File: src/hdl/rws_pkg.sv
// Purpose: shared constants and types of the reset and wake sequencer
// Assumes: one 25 MHz clock; oscillator and pins arrive asynchronously
// Notes: counts are in cycles of the clock they name
package rws_pkg;

    // clock rate of clk, for reference by the bench
    localparam int RWS_CLK_HZ = 25000000;

    // watchdog-oscillator phase lengths (514 and 66 cycles)
    localparam logic [9:0] RWS_OSC_LONG = 10'h202;
    localparam logic [9:0] RWS_OSC_SHORT = 10'h042;
    localparam logic [9:0] RWS_OSC_ZERO = 10'h000;

    // system-clock phase length (16 cycles)
    localparam logic [4:0] RWS_SYS_COUNT = 5'h10;
    localparam logic [4:0] RWS_SYS_ZERO = 5'h00;

    // reset vector address handed to the core
    localparam logic [15:0] RWS_VECTOR_ADDR = 16'h0002;

    // gpio wake inputs
    localparam int RWS_GPIO_W = 8;

    // positions inside the synchronised input vector
    localparam int RWS_SYNC_W = 13;
    localparam int RWS_SI_SUPPLY = 0;
    localparam int RWS_SI_BROWN = 1;
    localparam int RWS_SI_OSC = 2;
    localparam int RWS_SI_PIN = 3;
    localparam int RWS_SI_DBG = 4;
    localparam int RWS_SI_GPIO = 5;
    // reset value: supply bad, pins idle high, gpio low
    localparam logic [12:0] RWS_SYNC_RST = 13'h0018;

    // positions inside the 4-bit cause vector
    localparam int RWS_CAUSE_W = 4;
    localparam int RWS_CA_POR = 0;
    localparam int RWS_CA_WDT = 1;
    localparam int RWS_CA_EXT = 2;
    localparam int RWS_CA_WAKE = 3;
    localparam logic [3:0] RWS_CAUSE_NONE = 4'h0;
    localparam logic [3:0] RWS_CAUSE_POR = 4'h1;
    localparam logic [3:0] RWS_CAUSE_WDT = 4'h2;
    localparam logic [3:0] RWS_CAUSE_EXT = 4'h4;
    localparam logic [3:0] RWS_CAUSE_WAKE = 4'h8;
    localparam logic [3:0] RWS_CAUSE_WDT_WAKE = 4'ha;

    typedef enum logic [2:0] {
        RWS_ST_RUN = 3'h0,
        RWS_ST_HOLD = 3'h1,
        RWS_ST_OSC = 3'h2,
        RWS_ST_SYS = 3'h3,
        RWS_ST_PIN = 3'h4
    } rws_state_t;

    typedef enum logic [1:0] {
        RWS_KIND_LONG = 2'h0,
        RWS_KIND_SHORT = 2'h1,
        RWS_KIND_WAKE = 2'h2
    } rws_kind_t;

endpackage

File: src/hdl/rws_sync.sv
// Purpose: three-flop input synchroniser with agreement filter
// Assumes: inputs are asynchronous to clk
// Notes: an output bit changes only once stages two and three agree
`timescale 1ns/1ps
module rws_sync #(
    parameter int W = 1,
    parameter logic [W-1:0] RST_VAL = '0
) (
    input wire logic clk,
    input wire logic nrst,
    input wire logic [W-1:0] async_in,
    output logic [W-1:0] sync_out
);
    logic [W-1:0] s1_reg;
    logic [W-1:0] s2_reg;
    logic [W-1:0] s3_reg;
    logic [W-1:0] out_reg;
    logic [W-1:0] out_next;

    // stage one feeds stage two only, never the filter
    genvar i;
    generate
        for (i = 0; i < W; i++) begin : g_bit
            always_comb begin
                out_next[i] = (s2_reg[i] == s3_reg[i]) ? s3_reg[i]
                                                       : out_reg[i];
            end
        end
    endgenerate

    always_ff @(posedge clk) begin
        if (!nrst) begin
            s1_reg <= RST_VAL;
            s2_reg <= RST_VAL;
            s3_reg <= RST_VAL;
            out_reg <= RST_VAL;
        end else begin
            s1_reg <= async_in;
            s2_reg <= s1_reg;
            s3_reg <= s2_reg;
            out_reg <= out_next;
        end
    end

    assign sync_out = out_reg;
endmodule

File: src/hdl/rws_sequencer.sv
// Purpose: collects reset and wake requests and sequences the chip out
// Assumes: clk is the system clock; the watchdog oscillator is a pin
// Notes: sleep state and watchdog time-out come from on-chip logic
`timescale 1ns/1ps

// How it works
// - in sleep, watchdog time-out or enabled gpio change wake it
// - long reset holds 514 oscillator cycles then 16 system clocks
// - short reset is the same but only 66 oscillator cycles
// - wake recovery is 514 plus 16; resets core and peripherals only, not debugger or registers
// - core idle during reset; system clock runs only after oscillator count
// - long or short reset loads defined control register reset values
// - after any sequence core fetches vector from 0002H and 0003H
// - awake: supply loss long, watchdog or pin short, debugger long
// - in sleep, supply loss, pin or debug low give a long reset
// - supply loss and brown-out outrank every other reset source
// - after supply good count oscillator then system clocks, then release
// - power-up or brown-out completion sets the power-up cause flag
// - brown-out holds reset while low, then runs the full long sequence
// - brown-out detector is disabled in sleep
// - awake watchdog time-out resets only when the select option is 1
// - a watchdog-caused reset sets the watchdog cause flag
// - reset pin starts short reset and holds it until the pin is released
// - pin-caused short reset sets the external pin cause flag
// - any wake recovery sets the sleep-wake cause flag
// - watchdog wake sets both flags; its interrupt is raised afterwards
// - either edge on an enabled gpio wake input starts wake recovery
// - port inputs disabled in sleep; capture only at recovery end
module rws_sequencer (
    input wire logic clk,
    input wire logic nrst,
    input wire logic supply_good,
    input wire logic brownout_detect,
    input wire logic wdt_osc,
    input wire logic reset_pin_n,
    input wire logic debug_pin,
    input wire logic [rws_pkg::RWS_GPIO_W-1:0] gpio_wake_in,
    input wire logic [rws_pkg::RWS_GPIO_W-1:0] gpio_wake_en,
    input wire logic sleep_mode,
    input wire logic wdt_timeout,
    input wire logic watchdog_reset_select_option,
    input wire logic wdt_irq_mode,
    input wire logic debugger_control_reg_bit1,
    input wire logic flag_clear,
    output logic core_reset,
    output logic periph_reset,
    output logic debugger_reset,
    output logic ctrl_reg_load,
    output logic sys_clk_run,
    output logic brownout_enable,
    output logic port_input_enable,
    output logic port_input_capture,
    output logic vector_fetch,
    output logic [15:0] vector_addr,
    output logic wdt_irq_request,
    output logic por_cause_flag,
    output logic watchdog_cause_flag,
    output logic external_pin_cause_flag,
    output logic sleep_wake_cause_flag
);
    logic [rws_pkg::RWS_SYNC_W-1:0] raw_in;
    logic [rws_pkg::RWS_SYNC_W-1:0] syn_in;
    logic supply_s;
    logic brown_s;
    logic osc_s;
    logic pin_n_s;
    logic dbg_s;
    logic [rws_pkg::RWS_GPIO_W-1:0] gpio_s;

    rws_pkg::rws_state_t state_reg;
    rws_pkg::rws_state_t state_next;
    rws_pkg::rws_kind_t kind_reg;
    rws_pkg::rws_kind_t kind_next;
    logic [9:0] osc_cnt_reg;
    logic [9:0] osc_cnt_next;
    logic [4:0] sys_cnt_reg;
    logic [4:0] sys_cnt_next;
    logic [3:0] cause_reg;
    logic [3:0] cause_next;
    logic [3:0] flags_reg;
    logic [3:0] flags_next;
    logic spare_dbg_reg;
    logic spare_dbg_next;
    logic osc_prev_reg;
    logic [rws_pkg::RWS_GPIO_W-1:0] gpio_prev_reg;
    logic core_reset_reg;
    logic core_reset_next;
    logic dbg_reset_reg;
    logic dbg_reset_next;
    logic load_reg;
    logic load_next;
    logic sys_run_reg;
    logic sys_run_next;
    logic fetch_reg;
    logic fetch_next;
    logic capture_reg;
    logic capture_next;
    logic irq_reg;
    logic irq_next;

    logic osc_tick;
    logic supply_loss;
    logic gpio_change;
    logic done;

    assign raw_in = {gpio_wake_in, debug_pin, reset_pin_n, wdt_osc,
                     brownout_detect, supply_good};

    rws_sync #(
        .W(rws_pkg::RWS_SYNC_W),
        .RST_VAL(rws_pkg::RWS_SYNC_RST)
    ) u_sync (
        .clk(clk),
        .nrst(nrst),
        .async_in(raw_in),
        .sync_out(syn_in)
    );

    assign supply_s = syn_in[rws_pkg::RWS_SI_SUPPLY];
    assign brown_s = syn_in[rws_pkg::RWS_SI_BROWN];
    assign osc_s = syn_in[rws_pkg::RWS_SI_OSC];
    assign pin_n_s = syn_in[rws_pkg::RWS_SI_PIN];
    assign dbg_s = syn_in[rws_pkg::RWS_SI_DBG];
    assign gpio_s = syn_in[rws_pkg::RWS_SI_GPIO +: rws_pkg::RWS_GPIO_W];

    // one tick per rising edge of the watchdog oscillator
    assign osc_tick = osc_s & ~osc_prev_reg;

    // brown-out is ignored while asleep since the detector is off there
    assign supply_loss = ~supply_s | (brown_s & ~sleep_mode);

    assign gpio_change = |((gpio_s ^ gpio_prev_reg) & gpio_wake_en);

    // state machine and sequence bookkeeping
    always_comb begin
        state_next = state_reg;
        kind_next = kind_reg;
        osc_cnt_next = osc_cnt_reg;
        sys_cnt_next = sys_cnt_reg;
        cause_next = cause_reg;
        spare_dbg_next = spare_dbg_reg;
        done = 1'b0;
        case (state_reg)
            rws_pkg::RWS_ST_RUN: begin
                if (supply_loss) begin
                    state_next = rws_pkg::RWS_ST_HOLD;
                    kind_next = rws_pkg::RWS_KIND_LONG;
                    cause_next = rws_pkg::RWS_CAUSE_POR;
                    spare_dbg_next = 1'b0;
                end else if (sleep_mode) begin
                    if (!pin_n_s || !dbg_s) begin
                        state_next = rws_pkg::RWS_ST_OSC;
                        kind_next = rws_pkg::RWS_KIND_LONG;
                        cause_next = pin_n_s ? rws_pkg::RWS_CAUSE_NONE
                                             : rws_pkg::RWS_CAUSE_EXT;
                        spare_dbg_next = 1'b0;
                    end else if (wdt_timeout) begin
                        state_next = rws_pkg::RWS_ST_OSC;
                        kind_next = rws_pkg::RWS_KIND_WAKE;
                        cause_next = rws_pkg::RWS_CAUSE_WDT_WAKE;
                        spare_dbg_next = 1'b1;
                    end else if (gpio_change) begin
                        state_next = rws_pkg::RWS_ST_OSC;
                        kind_next = rws_pkg::RWS_KIND_WAKE;
                        cause_next = rws_pkg::RWS_CAUSE_WAKE;
                        spare_dbg_next = 1'b1;
                    end
                end else if (wdt_timeout && watchdog_reset_select_option) begin
                    state_next = rws_pkg::RWS_ST_OSC;
                    kind_next = rws_pkg::RWS_KIND_SHORT;
                    cause_next = rws_pkg::RWS_CAUSE_WDT;
                    spare_dbg_next = 1'b0;
                end else if (!pin_n_s) begin
                    state_next = rws_pkg::RWS_ST_OSC;
                    kind_next = rws_pkg::RWS_KIND_SHORT;
                    cause_next = rws_pkg::RWS_CAUSE_EXT;
                    spare_dbg_next = 1'b0;
                end else if (debugger_control_reg_bit1) begin
                    state_next = rws_pkg::RWS_ST_OSC;
                    kind_next = rws_pkg::RWS_KIND_LONG;
                    cause_next = rws_pkg::RWS_CAUSE_NONE;
                    spare_dbg_next = 1'b1;
                end
                osc_cnt_next = rws_pkg::RWS_OSC_ZERO;
                sys_cnt_next = rws_pkg::RWS_SYS_ZERO;
            end
            rws_pkg::RWS_ST_HOLD: begin
                // held for as long as the supply stays low
                osc_cnt_next = rws_pkg::RWS_OSC_ZERO;
                sys_cnt_next = rws_pkg::RWS_SYS_ZERO;
                if (!supply_loss) begin
                    state_next = rws_pkg::RWS_ST_OSC;
                end
            end
            rws_pkg::RWS_ST_OSC: begin
                if (osc_tick) begin
                    osc_cnt_next = osc_cnt_reg + 10'h001;
                end
                if ((kind_reg == rws_pkg::RWS_KIND_SHORT &&
                     osc_cnt_reg == rws_pkg::RWS_OSC_SHORT) ||
                    (kind_reg != rws_pkg::RWS_KIND_SHORT &&
                     osc_cnt_reg == rws_pkg::RWS_OSC_LONG)) begin
                    state_next = rws_pkg::RWS_ST_SYS;
                    osc_cnt_next = osc_cnt_reg;
                end
            end
            rws_pkg::RWS_ST_SYS: begin
                sys_cnt_next = sys_cnt_reg + 5'h01;
                if (sys_cnt_next == rws_pkg::RWS_SYS_COUNT) begin
                    state_next = pin_n_s ? rws_pkg::RWS_ST_RUN
                                         : rws_pkg::RWS_ST_PIN;
                    done = pin_n_s;
                end
            end
            rws_pkg::RWS_ST_PIN: begin
                // pin held past the count: leave as soon as it rises
                if (pin_n_s) begin
                    state_next = rws_pkg::RWS_ST_RUN;
                    done = 1'b1;
                end
            end
            default: begin
                state_next = rws_pkg::RWS_ST_HOLD;
            end
        endcase
        // a supply loss mid-sequence starts the long sequence over
        if (state_reg != rws_pkg::RWS_ST_RUN && supply_loss) begin
            state_next = rws_pkg::RWS_ST_HOLD;
            kind_next = rws_pkg::RWS_KIND_LONG;
            cause_next = rws_pkg::RWS_CAUSE_POR;
            spare_dbg_next = 1'b0;
            osc_cnt_next = rws_pkg::RWS_OSC_ZERO;
            sys_cnt_next = rws_pkg::RWS_SYS_ZERO;
            done = 1'b0;
        end
    end

    // cause flags and output strobes
    always_comb begin
        flags_next = flags_reg;
        if (flag_clear) begin
            flags_next = rws_pkg::RWS_CAUSE_NONE;
        end
        // a completing sequence writes after the clear, so the set wins
        if (done) begin
            if (kind_reg == rws_pkg::RWS_KIND_WAKE) begin
                flags_next = flags_next | cause_reg;
            end else begin
                flags_next = cause_reg;
            end
        end
        core_reset_next = (state_next != rws_pkg::RWS_ST_RUN);
        dbg_reset_next = core_reset_next & ~spare_dbg_next;
        // wake recovery leaves the register file alone
        load_next = core_reset_next &
                    (kind_next != rws_pkg::RWS_KIND_WAKE);
        sys_run_next = (state_next == rws_pkg::RWS_ST_RUN) ||
                       (state_next == rws_pkg::RWS_ST_SYS) ||
                       (state_next == rws_pkg::RWS_ST_PIN);
        fetch_next = done;
        capture_next = done & (kind_reg == rws_pkg::RWS_KIND_WAKE);
        irq_next = done & (kind_reg == rws_pkg::RWS_KIND_WAKE) &
                   cause_reg[rws_pkg::RWS_CA_WDT] & wdt_irq_mode;
    end

    always_ff @(posedge clk) begin
        if (!nrst) begin
            state_reg <= rws_pkg::RWS_ST_HOLD;
            kind_reg <= rws_pkg::RWS_KIND_LONG;
            osc_cnt_reg <= rws_pkg::RWS_OSC_ZERO;
            sys_cnt_reg <= rws_pkg::RWS_SYS_ZERO;
            cause_reg <= rws_pkg::RWS_CAUSE_POR;
            flags_reg <= rws_pkg::RWS_CAUSE_NONE;
            spare_dbg_reg <= 1'b0;
            osc_prev_reg <= 1'b0;
            gpio_prev_reg <= '0;
            core_reset_reg <= 1'b1;
            dbg_reset_reg <= 1'b1;
            load_reg <= 1'b1;
            sys_run_reg <= 1'b0;
            fetch_reg <= 1'b0;
            capture_reg <= 1'b0;
            irq_reg <= 1'b0;
        end else begin
            state_reg <= state_next;
            kind_reg <= kind_next;
            osc_cnt_reg <= osc_cnt_next;
            sys_cnt_reg <= sys_cnt_next;
            cause_reg <= cause_next;
            flags_reg <= flags_next;
            spare_dbg_reg <= spare_dbg_next;
            osc_prev_reg <= osc_s;
            gpio_prev_reg <= gpio_s;
            core_reset_reg <= core_reset_next;
            dbg_reset_reg <= dbg_reset_next;
            load_reg <= load_next;
            sys_run_reg <= sys_run_next;
            fetch_reg <= fetch_next;
            capture_reg <= capture_next;
            irq_reg <= irq_next;
        end
    end

    assign core_reset = core_reset_reg;
    assign periph_reset = core_reset_reg;
    assign debugger_reset = dbg_reset_reg;
    assign ctrl_reg_load = load_reg;
    assign sys_clk_run = sys_run_reg;
    assign brownout_enable = ~sleep_mode;
    // input data registers stay closed while asleep or recovering
    assign port_input_enable = ~sleep_mode & ~core_reset_reg;
    assign port_input_capture = capture_reg;
    assign vector_fetch = fetch_reg;
    assign vector_addr = rws_pkg::RWS_VECTOR_ADDR;
    assign wdt_irq_request = irq_reg;
    assign por_cause_flag = flags_reg[rws_pkg::RWS_CA_POR];
    assign watchdog_cause_flag = flags_reg[rws_pkg::RWS_CA_WDT];
    assign external_pin_cause_flag = flags_reg[rws_pkg::RWS_CA_EXT];
    assign sleep_wake_cause_flag = flags_reg[rws_pkg::RWS_CA_WAKE];
endmodule

File: config.mk
export PLATFORM = sky130hd
export DESIGN_NAME = rws_sequencer
export DESIGN_NICKNAME = d
export VERILOG_FILES = /design/src/hdl/rws_pkg.sv /design/src/hdl/rws_sync.sv /design/src/hdl/rws_sequencer.sv
export SDC_FILE = /design/constraint.sdc
export NUM_CORES = 1
export LEC_CHECK = 0
export BUFFER_PORTS_ARGS = -buffer_cell sky130_fd_sc_hd__buf_2
export CAP_MARGIN = 40
export CORE_MARGIN = 8
export CORE_UTILIZATION = 55
export DETAILED_ROUTE_END_ITERATION = 16
export PLACE_DENSITY_LB_ADDON = 0.08
export REMOVE_ABC_BUFFERS = 1
export SLEW_MARGIN = 10
export SYNTH_ARGS = -nofsm -noshare
export SYNTH_HDL_FRONTEND = slang
export SYNTH_SLANG_ARGS = --single-unit
File: constraint.sdc
create_clock -name clk -period 5.38 [get_ports clk]
set_input_delay 0.269 -clock clk [delete_from_list [all_inputs] [get_ports clk]]
set_output_delay 0.269 -clock clk [all_outputs]
set_load 0.05 [all_outputs]
* Yosys cells after proc, flatten, opt, wreduce, memory -nomap -nowiden
Index checks and enable logic that the tools add are counted.
** Storage, ports and cells
- Flip-flop bits (word level) :: 97
- Input bits :: 29
** Operators by class
- Add/subtract/negate cells :: 2
- Equality and inequality tests :: 30
- Multiplexer cells :: 55
- Bitwise logic cells :: 18
- Reduce and logical (&&, ||, !) cells :: 21
** Operators with widths (count)
- $mux W3 :: 15
- $mux W4 :: 11
- $mux W10 :: 2
- $mux W2 :: 10
- $pmux W10 S2 :: 1
- $pmux W3 S5 :: 1
- $eq A1 B1 Y1 :: 13
- $mux W1 :: 13
- $add A10 B1 Y10 const B :: 1
- $eq A10 B10 Y1 const B :: 1
- $eq A10 B7 Y1 const B :: 1
- $pmux W5 S2 :: 1
- $eq A3 B2 Y1 const B :: 3
- $and A1 B1 Y1 :: 8
- $and A8 B8 Y8 :: 1
- $reduce_or A8 Y1 :: 1
- $xor A8 B8 Y8 :: 1
- $eq A3 B3 Y1 const B :: 2
- $logic_not A3 Y1 :: 2
- $ne A2 B2 Y1 const B :: 3
- $not A1 Y1 :: 6
- $reduce_and A3 Y1 :: 2
- $reduce_bool A3 Y1 :: 2
- $add A5 B1 Y5 const B :: 1
- other kinds (15) :: 24

* Depth between registers and ports, before layout
Gate-level depths: netlist of the first run.
- Word-level depth :: 13
- Gate-level depth with buffers :: 8
- Mapped depth without buffers :: 7

* Modules after synthesis
A second synthesis of the first run with hierarchy kept.
** Unflattened totals
- Cell total of the unflattened synthesis :: 393
- Area total of the unflattened synthesis :: 3781.1 um^2
** By module, submodules not included
- rws_sequencer :: times used 1, cells an instance 258, area each 2229.6 um^2
- rws_sync :: times used 1, cells an instance 135, area each 1551.5 um^2

* Worst setup path after synthesis of the first run
OpenSTA, ideal clock, no wires.
- Path kind :: reg-to-reg
- Start :: reg osc_cnt_reg[0]
- End :: reg osc_cnt_reg[8]
- Setup time :: 0.138 ns
- Arrival time :: 1.651 ns
- Required time :: 5.242 ns
- Path slack :: 3.591 ns
- Cell stages (with the launch flop) :: 8
- Path through :: dfxtp_1 inv_1 ha_1 nor4b_1 a31o_2 a2111oi_4 a31o_2 a21oi_1
** Between the ends
- Word-level cells in the longest chain between the ends :: 5
** Ends and longest elaborated chain
- from (decl) :: RTL line rws_sequencer.sv:74 : logic [9:0] osc_cnt_reg;
- from (signal assigned) :: RTL line rws_sequencer.sv:270 : osc_cnt_reg <= rws_pkg::RWS_OSC_ZERO;
- from (signal assigned) :: RTL line rws_sequencer.sv:287 : osc_cnt_reg <= osc_cnt_next;
- parallel branches: the longest is 5 deep, another holds $add A10 B1 Y10
Parallel ways; which one is timed is not known. The select of a mux whose other input is x is not followed.
A chain may end at the register's enable or synchronous reset.

* Final worst setup path of the first run
- Start :: reg state_reg[1]
- End :: reg dbg_reset_reg (netlist: debugger_reset)
** Between the ends
- Word-level cells in the longest chain between the ends :: 9
** Ends and longest elaborated chain
- from (decl) :: RTL line rws_sequencer.sv:70 : rws_pkg::rws_state_t state_reg;
- from (signal assigned) :: RTL line rws_sequencer.sv:268 : state_reg <= rws_pkg::RWS_ST_HOLD;
- from (signal assigned) :: RTL line rws_sequencer.sv:285 : state_reg <= state_next;
- $mux W3 (on tied branches) :: RTL line rws_sequencer.sv:178, rws_sequencer.sv:162
- $mux W3 (on tied branches) :: RTL line rws_sequencer.sv:173, rws_sequencer.sv:157
- $mux W3 (on tied branches) :: RTL line rws_sequencer.sv:168, rws_sequencer.sv:151
- $mux W3 :: RTL line rws_sequencer.sv:150 : end else if (sleep_mode) begin
- $mux W3 :: RTL line rws_sequencer.sv:145 : if (supply_loss) begin
- $pmux W3 S5 :: RTL line rws_sequencer.sv:143 : case (state_reg)
- $mux W3 :: RTL line rws_sequencer.sv:227 : if (state_reg != rws_pkg::RWS_ST_RUN && supply_loss) begin
- $reduce_bool A3 Y1 :: RTL line rws_sequencer.sv:252 : core_reset_next = (state_next != rws_pkg::RWS_ST_RUN);
- $and A1 B1 Y1 (*) :: RTL line rws_sequencer.sv:253 : dbg_reset_next = core_reset_next & ~spare_dbg_next;
- to (signal assigned) :: RTL line rws_sequencer.sv:295 : dbg_reset_reg <= dbg_reset_next;
- to (decl) :: RTL line rws_sequencer.sv:88 : logic dbg_reset_reg;
Mark *: on every way between the ends. The rest lies on a longest branch, timed or not.

==> flow_metrics.env, run 1 <==
export IMPL_async_flop_share_pct=0
export IMPL_fmax_ghz=0.453
export IMPL_ant_nets=0
export IMPL_hold_class="in2reg"
export IMPL_die_h_um=99.5
export IMPL_hpwl_mm=4.84
export IMPL_setup_tns_ns=0
export IMPL_cts_root_buf="clkbuf_8"
export IMPL_drv_cap=0
export IMPL_fillers=577
export IMPL_ys_types=56
export IMPL_syn_avg_cell_area_um2=9.55
export IMPL_rsz0062_at_grt="false"
export IMPL_startpoint_type="register"
export IMPL_yosys_top_cells_area="dfxtp_1 51%, and2_1 7.2%, buf_4 3.5%"
export IMPL_synth_seq_cells=97
export IMPL_ys_warn_count=0
export IMPL_cts_made_buffers=9
export IMPL_grt_pass1_wl_mm=11.4
export IMPL_core_area_um2=6790
export IMPL_cp_slowest_cell="dfxtp_1"
export IMPL_wl_per_cell_um=12.5
export IMPL_rows=30
export IMPL_post_route_util_pct=62.0
export IMPL_ys_seq_area_share_pct=50.6
export IMPL_die_x_um=99.5
export IMPL_finClkSkew_ns=0.0117
export IMPL_setup_viol=0
export IMPL_arrival_ns=2.50
export IMPL_synth_edff_count=0
export IMPL_crit_buf_inv=0
export IMPL_netlist_area_um2=3840
export IMPL_ir_drop_mv=0.248
export IMPL_clk_pin_slew_ns=0.09
export IMPL_place_area_um2=4010
export IMPL_cts_tree="built"
export IMPL_antenna_found_initial=0
export IMPL_start_util_pct=56.5
export IMPL_maxSlewHeadroom_pct=52.0
export IMPL_post_cts_setup_buffer_count=0
export IMPL_area_delta_synth_final_pct=9.71
export IMPL_clock_path_buffers=2
export IMPL_hold_violations=0
export IMPL_grtUsageTotal_pct=14.0
export IMPL_synth_ff_type="dfxtp_1"
export IMPL_dr_total_vias=2717
export IMPL_period_share_pct=41.0
export IMPL_min_period_ns=2.21
export IMPL_overflow=0
export IMPL_status="complete, no violations"
export IMPL_ios=59
export IMPL_drt_vias_per_instance=5.05
export IMPL_leakage_nw=1.68
export IMPL_drive_gt1_share_pct=16.3
export IMPL_drtIter0Drc=87
export IMPL_design_area_um2=4210
export IMPL_crit_fanout=19
export IMPL_slew_viol_final=0
export IMPL_htreeDepth=3
export IMPL_drt_pass1_iter_count=4
export IMPL_wirelength_mm=6.73
export IMPL_path_depth=5
export IMPL_cts_sinks=97
export IMPL_place_congestion=0.888
export IMPL_cts_hold_buf=0
export IMPL_io_buffers=42
export IMPL_synth_top_cell_by_area="dfxtp_1"
export IMPL_whs_path_depth=2
export IMPL_tightestPinTransition_ns=0.719
export IMPL_fin_nets=469
export IMPL_worstPathRequired_ns=5.68
export IMPL_diodes=0
export IMPL_grt_start_max_net_pins=62
export IMPL_synth_top_area_share_pct=50.6
export IMPL_path_cells="nand2_1 -> o41a_1 -> or3_1 -> o211ai_2 -> and2b_2"
export IMPL_critPathMaxStageDelay_ns=0.77
export IMPL_hold_worst_slack_ns=0.0905
export IMPL_grt_pass1_vias=2636
export IMPL_r2r_cells=5
export IMPL_route_detailed_drc=0
export IMPL_cts_resized=0
export IMPL_p_per_area_nw_per_um2=300
export IMPL_worstSkewPairLatency_ns=0.35
export IMPL_critPathKind="reg2reg"
export IMPL_cpLargestDelayFamily="flip-flops"
export IMPL_endpoint_kind="register"
export IMPL_syn_instance_count=402
export IMPL_dieArea_um2=9910
## power breakdown
| group | leakage (nW) | internal, mW | switching [mW] |
|---|---|---|---|
| clock | 0.102 | 0.220 | 0.251 |
| combinational | 0.785 | 0.0176 | 0.0429 |
| sequential | 0.788 | 0.730 | 0.00432 |
## cell type report
type | count | area [um2] | share of cell area, %
tap | 96 | 120 | 2.85
multi-input combinational | 278 | 1700 | 40.4
clock inverter | 7 | 76.3 | 1.81
timing repair buffer | 44 | 223 | 5.29
inverter | 7 | 26.3 | 0.624
clock buffer | 9 | 124 | 2.94
sequential | 97 | 1940 | 46.1
## worst paths after layout
path         slack [ns]                   startpoint                           to
min reg2reg        0.42  u_sync.s1_reg[3]$_SDFF_PN1_  u_sync.s2_reg[3]$_SDFF_PN1_
max reg2reg        3.17      state_reg[1]$_SDFF_PN0_    debugger_reset$_SDFF_PN1_
max                3.17      state_reg[1]$_SDFF_PN0_    debugger_reset$_SDFF_PN1_
min                0.09                  reset_pin_n  u_sync.s1_reg[3]$_SDFF_PN1_
## layout by cell type, fill, tap and decap left out, types with 3 or more instances in the layout
master	count
nand3_1	9
inv_1	7
xor2_1	8
nor3b_1	3
a21oi_1	18
and3_1	3
nand2_1	36
buf_2	43
a22oi_1	5
a22o_1	4
a211oi_1	4
conb_1	16
clkbuf_8	9
o21ai_0	19
nand4_1	5
and2_1	44
a21boi_0	12
ha_1	3
dfxtp_1	97
a21o_1	5
nor3_1	9
nand2b_1	8
xnor2_1	6
nor2_1	24
## kinds of logic (layout without fill, tap and decap cells)
family	after synthesis	count (layout)	synth area share, %
compound gates	88	88	16.1
xor+xnor	14	14	3.19
fa+ha+maj	3	3	0.978
buf+inv	41	67	6.49
flops	97	97	50.6
mux	2	2	0.522
other cells	2	16	0.196
simple gates	155	155	21.9
## metrics by stage
step	total power [mW]	worst slack, ns	instances
finish	1.27	3.17	538
global route	1.32	2.98	538
CTS	1.28	3.20	538
detailed placement	0.811	3.23	522
global placement	0.810	2.88	521
floorplan	0.790	3.25	382
## metal layers
layer  GRT usage, %  up-vias  part of all wire [%]
met5              0        -                     0
met4           7.45        0                   1.7
met3           4.33       10                   7.6
met2           21.8       82                    43
met1           17.0     1214                    47
li1               -     1411                     -
## Yosys cell counts (2+ instances only)
cell / count
a211oi_1: 4
a21boi_0: 12
a21o_1: 5
a21oi_1: 18
a22o_1: 4
a22oi_1: 5
a31o_2: 2
and2_1: 44
and2b_1: 2
and3_1: 3
buf_4: 18
buf_6: 2
clkbuf_1: 11
conb_1: 2
dfxtp_1: 97
ha_1: 3
inv_1: 7
mux2i_1: 2
nand2_1: 36
nand2b_1: 8
nand3_1: 9
nand3b_1: 2
nand4_1: 5
nor2_1: 24
nor2b_1: 2
nor3_1: 9
nor3b_1: 3
o211ai_1: 2
o21ai_0: 19
o22ai_1: 2
o31ai_1: 2
or3_1: 2
xnor2_1: 6
xor2_1: 8
## worst register-to-register path: stages (launching register included)
cell and delay, ns:
dfxtp_1 0.77, nand2_1 0.21, o41a_1 0.54, or3_1 0.37, o211ai_2 0.10, and2b_2 0.16
Note: power is estimated with default switching activity, not from simulation.
==> inputs of run 2 (changes only) <==
--- a/config.mk
+++ b/config.mk
@@ -8,7 +8,7 @@
 export BUFFER_PORTS_ARGS = -buffer_cell sky130_fd_sc_hd__buf_2
 export CAP_MARGIN = 40
 export CORE_MARGIN = 8
-export CORE_UTILIZATION = 55
+export CORE_UTILIZATION = 50
 export DETAILED_ROUTE_END_ITERATION = 16
 export PLACE_DENSITY_LB_ADDON = 0.08
 export REMOVE_ABC_BUFFERS = 1
==> constraint.sdc (replaced) <==
create_clock -name clk -period 1.8 [get_ports clk]
set_input_delay 0.09 -clock clk [delete_from_list [all_inputs] [get_ports clk]]
set_output_delay 0.09 -clock clk [all_outputs]
set_load 0.05 [all_outputs]
==> flow_metrics.env, run 2 (synthesis results as in run 1) <==
export IMPL_setup_viol=0
export IMPL_critPathKind="reg2reg"
export IMPL_antenna_found_initial=0
export IMPL_period_share_pct=97.8
export IMPL_start_util_pct=50.7
export IMPL_htreeDepth=3
export IMPL_route_detailed_drc=0
export IMPL_post_route_util_pct=62.8
export IMPL_grtUsageTotal_pct=13.7
export IMPL_clock_path_buffers=2
export IMPL_endpoint_kind="register"
export IMPL_clk_pin_slew_ns=0.10
export IMPL_core_area_um2=7570
export IMPL_place_congestion=0.878
export IMPL_p_per_area_nw_per_um2=821
export IMPL_wl_per_cell_um=12.7
export IMPL_min_period_ns=1.76
export IMPL_rows=32
export IMPL_place_worst_setup_slack_ns=-0.140
export IMPL_cp_slowest_cell="a2111oi_4"
export IMPL_drt_pass1_iter_count=4
export IMPL_fin_ws_ns=0.0404
export IMPL_ir_drop_mv=0.557
export IMPL_wirelength_mm=7.46
export IMPL_hold_class="in2reg"
export IMPL_worstSkewPairLatency_ns=0.36
export IMPL_startpoint_type="register"
export IMPL_drv_cap=0
export IMPL_path_cells="inv_2 -> ha_4 -> nor4b_4 -> a31o_4 -> a2111oi_4 -> a31o_2 -> a21oi_2"
export IMPL_io_buffers=42
export IMPL_cts_root_buf="clkbuf_8"
export IMPL_cpLargestDelayFamily="compound AO/OA/AOI/OAI gates"
export IMPL_die_h_um=104
export IMPL_leakage_nw=1.91
export IMPL_slew_viol_final=0
export IMPL_crit_fanout=6
export IMPL_setup_tns_ns=0
export IMPL_dieArea_um2=10700
export IMPL_cts_tree="built"
export IMPL_mostFrequentLayoutCells="91 x dfxtp_1, 44 x and2_1, 42 x buf_2"
export IMPL_crit_buf_inv=1
export IMPL_stdcell_count=588
export IMPL_post_place_cells=553
export IMPL_fin_nets=513
export IMPL_status="complete, no violations"
export IMPL_drtIter0Drc=88
export IMPL_tightestPinTransition_ns=0.570
export IMPL_critPathMaxStageDelay_ns=0.43
export IMPL_overflow=0
export IMPL_p_total_mw=3.90
export IMPL_worstPathRequired_ns=2.03
export IMPL_maxSlewHeadroom_pct=61.7
export IMPL_arrival_ns=1.99
export IMPL_grt_pass1_vias=2855
export IMPL_rsz0062_at_grt="true"
export IMPL_hold_violations=0
export IMPL_hpwl_mm=5.17
export IMPL_dr_total_vias=2901
export IMPL_area_delta_synth_final_pct=23.8
export IMPL_finClkSkew_ns=0.0174
export IMPL_fillers=657
export IMPL_diodes=0
export IMPL_grt_pass1_wl_mm=12.5
export IMPL_grt_start_max_net_pins=59
export IMPL_ios=59
export IMPL_drt_vias_per_instance=4.93
export IMPL_cts_sinks=97
export IMPL_die_x_um=104
export IMPL_layout_commonest_cell="dfxtp_1"
export IMPL_drive_gt1_share_pct=26.1
export IMPL_cts_made_buffers=9
export IMPL_fmax_ghz=0.568
export IMPL_ant_nets=0
## run 2: cell types whose count changed in the layout (fill, tap and decap cells not counted), moves of 3 or more
cell	before	now
dlygate4sd3_1	0	14
nand2_2	0	3
buf_4	1	30
nand2_1	36	33
dfxtp_1	97	91
dfxtp_2	0	4
## run 2: final timing paths
path / slack (ns) / to / from / depth (start not counted)
setup / recovery: 0.04 / osc_cnt_reg[8]$_SDFFE_PP0P_ / osc_cnt_reg[0]$_SDFFE_PP0P_ / 7
hold / removal: 0.02 / state_reg[0]$_SDFF_PN1_ / nrst / 2
setup reg to reg: 0.04 / osc_cnt_reg[8]$_SDFFE_PP0P_ / osc_cnt_reg[0]$_SDFFE_PP0P_ / 7
hold reg to reg: 0.41 / u_sync.s2_reg[4]$_SDFF_PN1_ / u_sync.s1_reg[4]$_SDFF_PN1_ / 1
## run 2: repair_timing
action                                 in CTS  in global routing
endpoints found under the hold margin      14                  0
pin swaps                                   3                 15
resized for setup                           5                 32
buffers inserted                            2                  3
cloned                                      0                  0
setup endpoints to repair                  17                 20
hold buffers                               14                  0
## run 2: metrics by stage
stage | cell area, um2 | hold slack, ns
floorplan | 3670 | 0.152
global placement | 4210 | 0.270
detailed placement | 4210 | 0.278
CTS | 4600 | 0.00216
global route | 4750 | 0.0127
finish | 4750 | 0.0249
## run 2: worst register-to-register path: cells and delay by family (launching register included)
kind                     cells  cell delay [ns]
AO/OA/AOI/OAI                4             0.98
adder cells (fa/ha/maj)      1             0.14
flip-flops                   1             0.35
AND/OR/NAND/NOR              1             0.12
buffers and inverters        1             0.04
## run 2: power by group
group          switching (mW)  leakage (nW)  internal [mW]  total (mW)
registers              0.0124         0.791           2.18        2.19
clock network           0.813         0.108          0.685        1.50
logic                   0.138          1.01         0.0755       0.213
## run 2: cell type report
| class | instances | area (um2) | area share (%) |
|---|---|---|---|
| Inverter | 7 | 26.3 | 0.553 |
| Clock inverter | 7 | 96.3 | 2.03 |
| Timing Repair Buffer | 88 | 598 | 12.6 |
| Sequential cell | 97 | 1950 | 41.1 |
| Multi-Input combinational cell | 278 | 1830 | 38.4 |
| Clock buffer | 9 | 124 | 2.61 |
| Tap cell | 102 | 128 | 2.69 |
## run 2: metal layers
layer  share of wire, %  track usage (%)  wire length (um)
met5                  0                0                 0
met4                1.5             5.46               112
met3                6.3             4.65               466
met2                 47             23.1              3480
met1                 46             15.7              3400
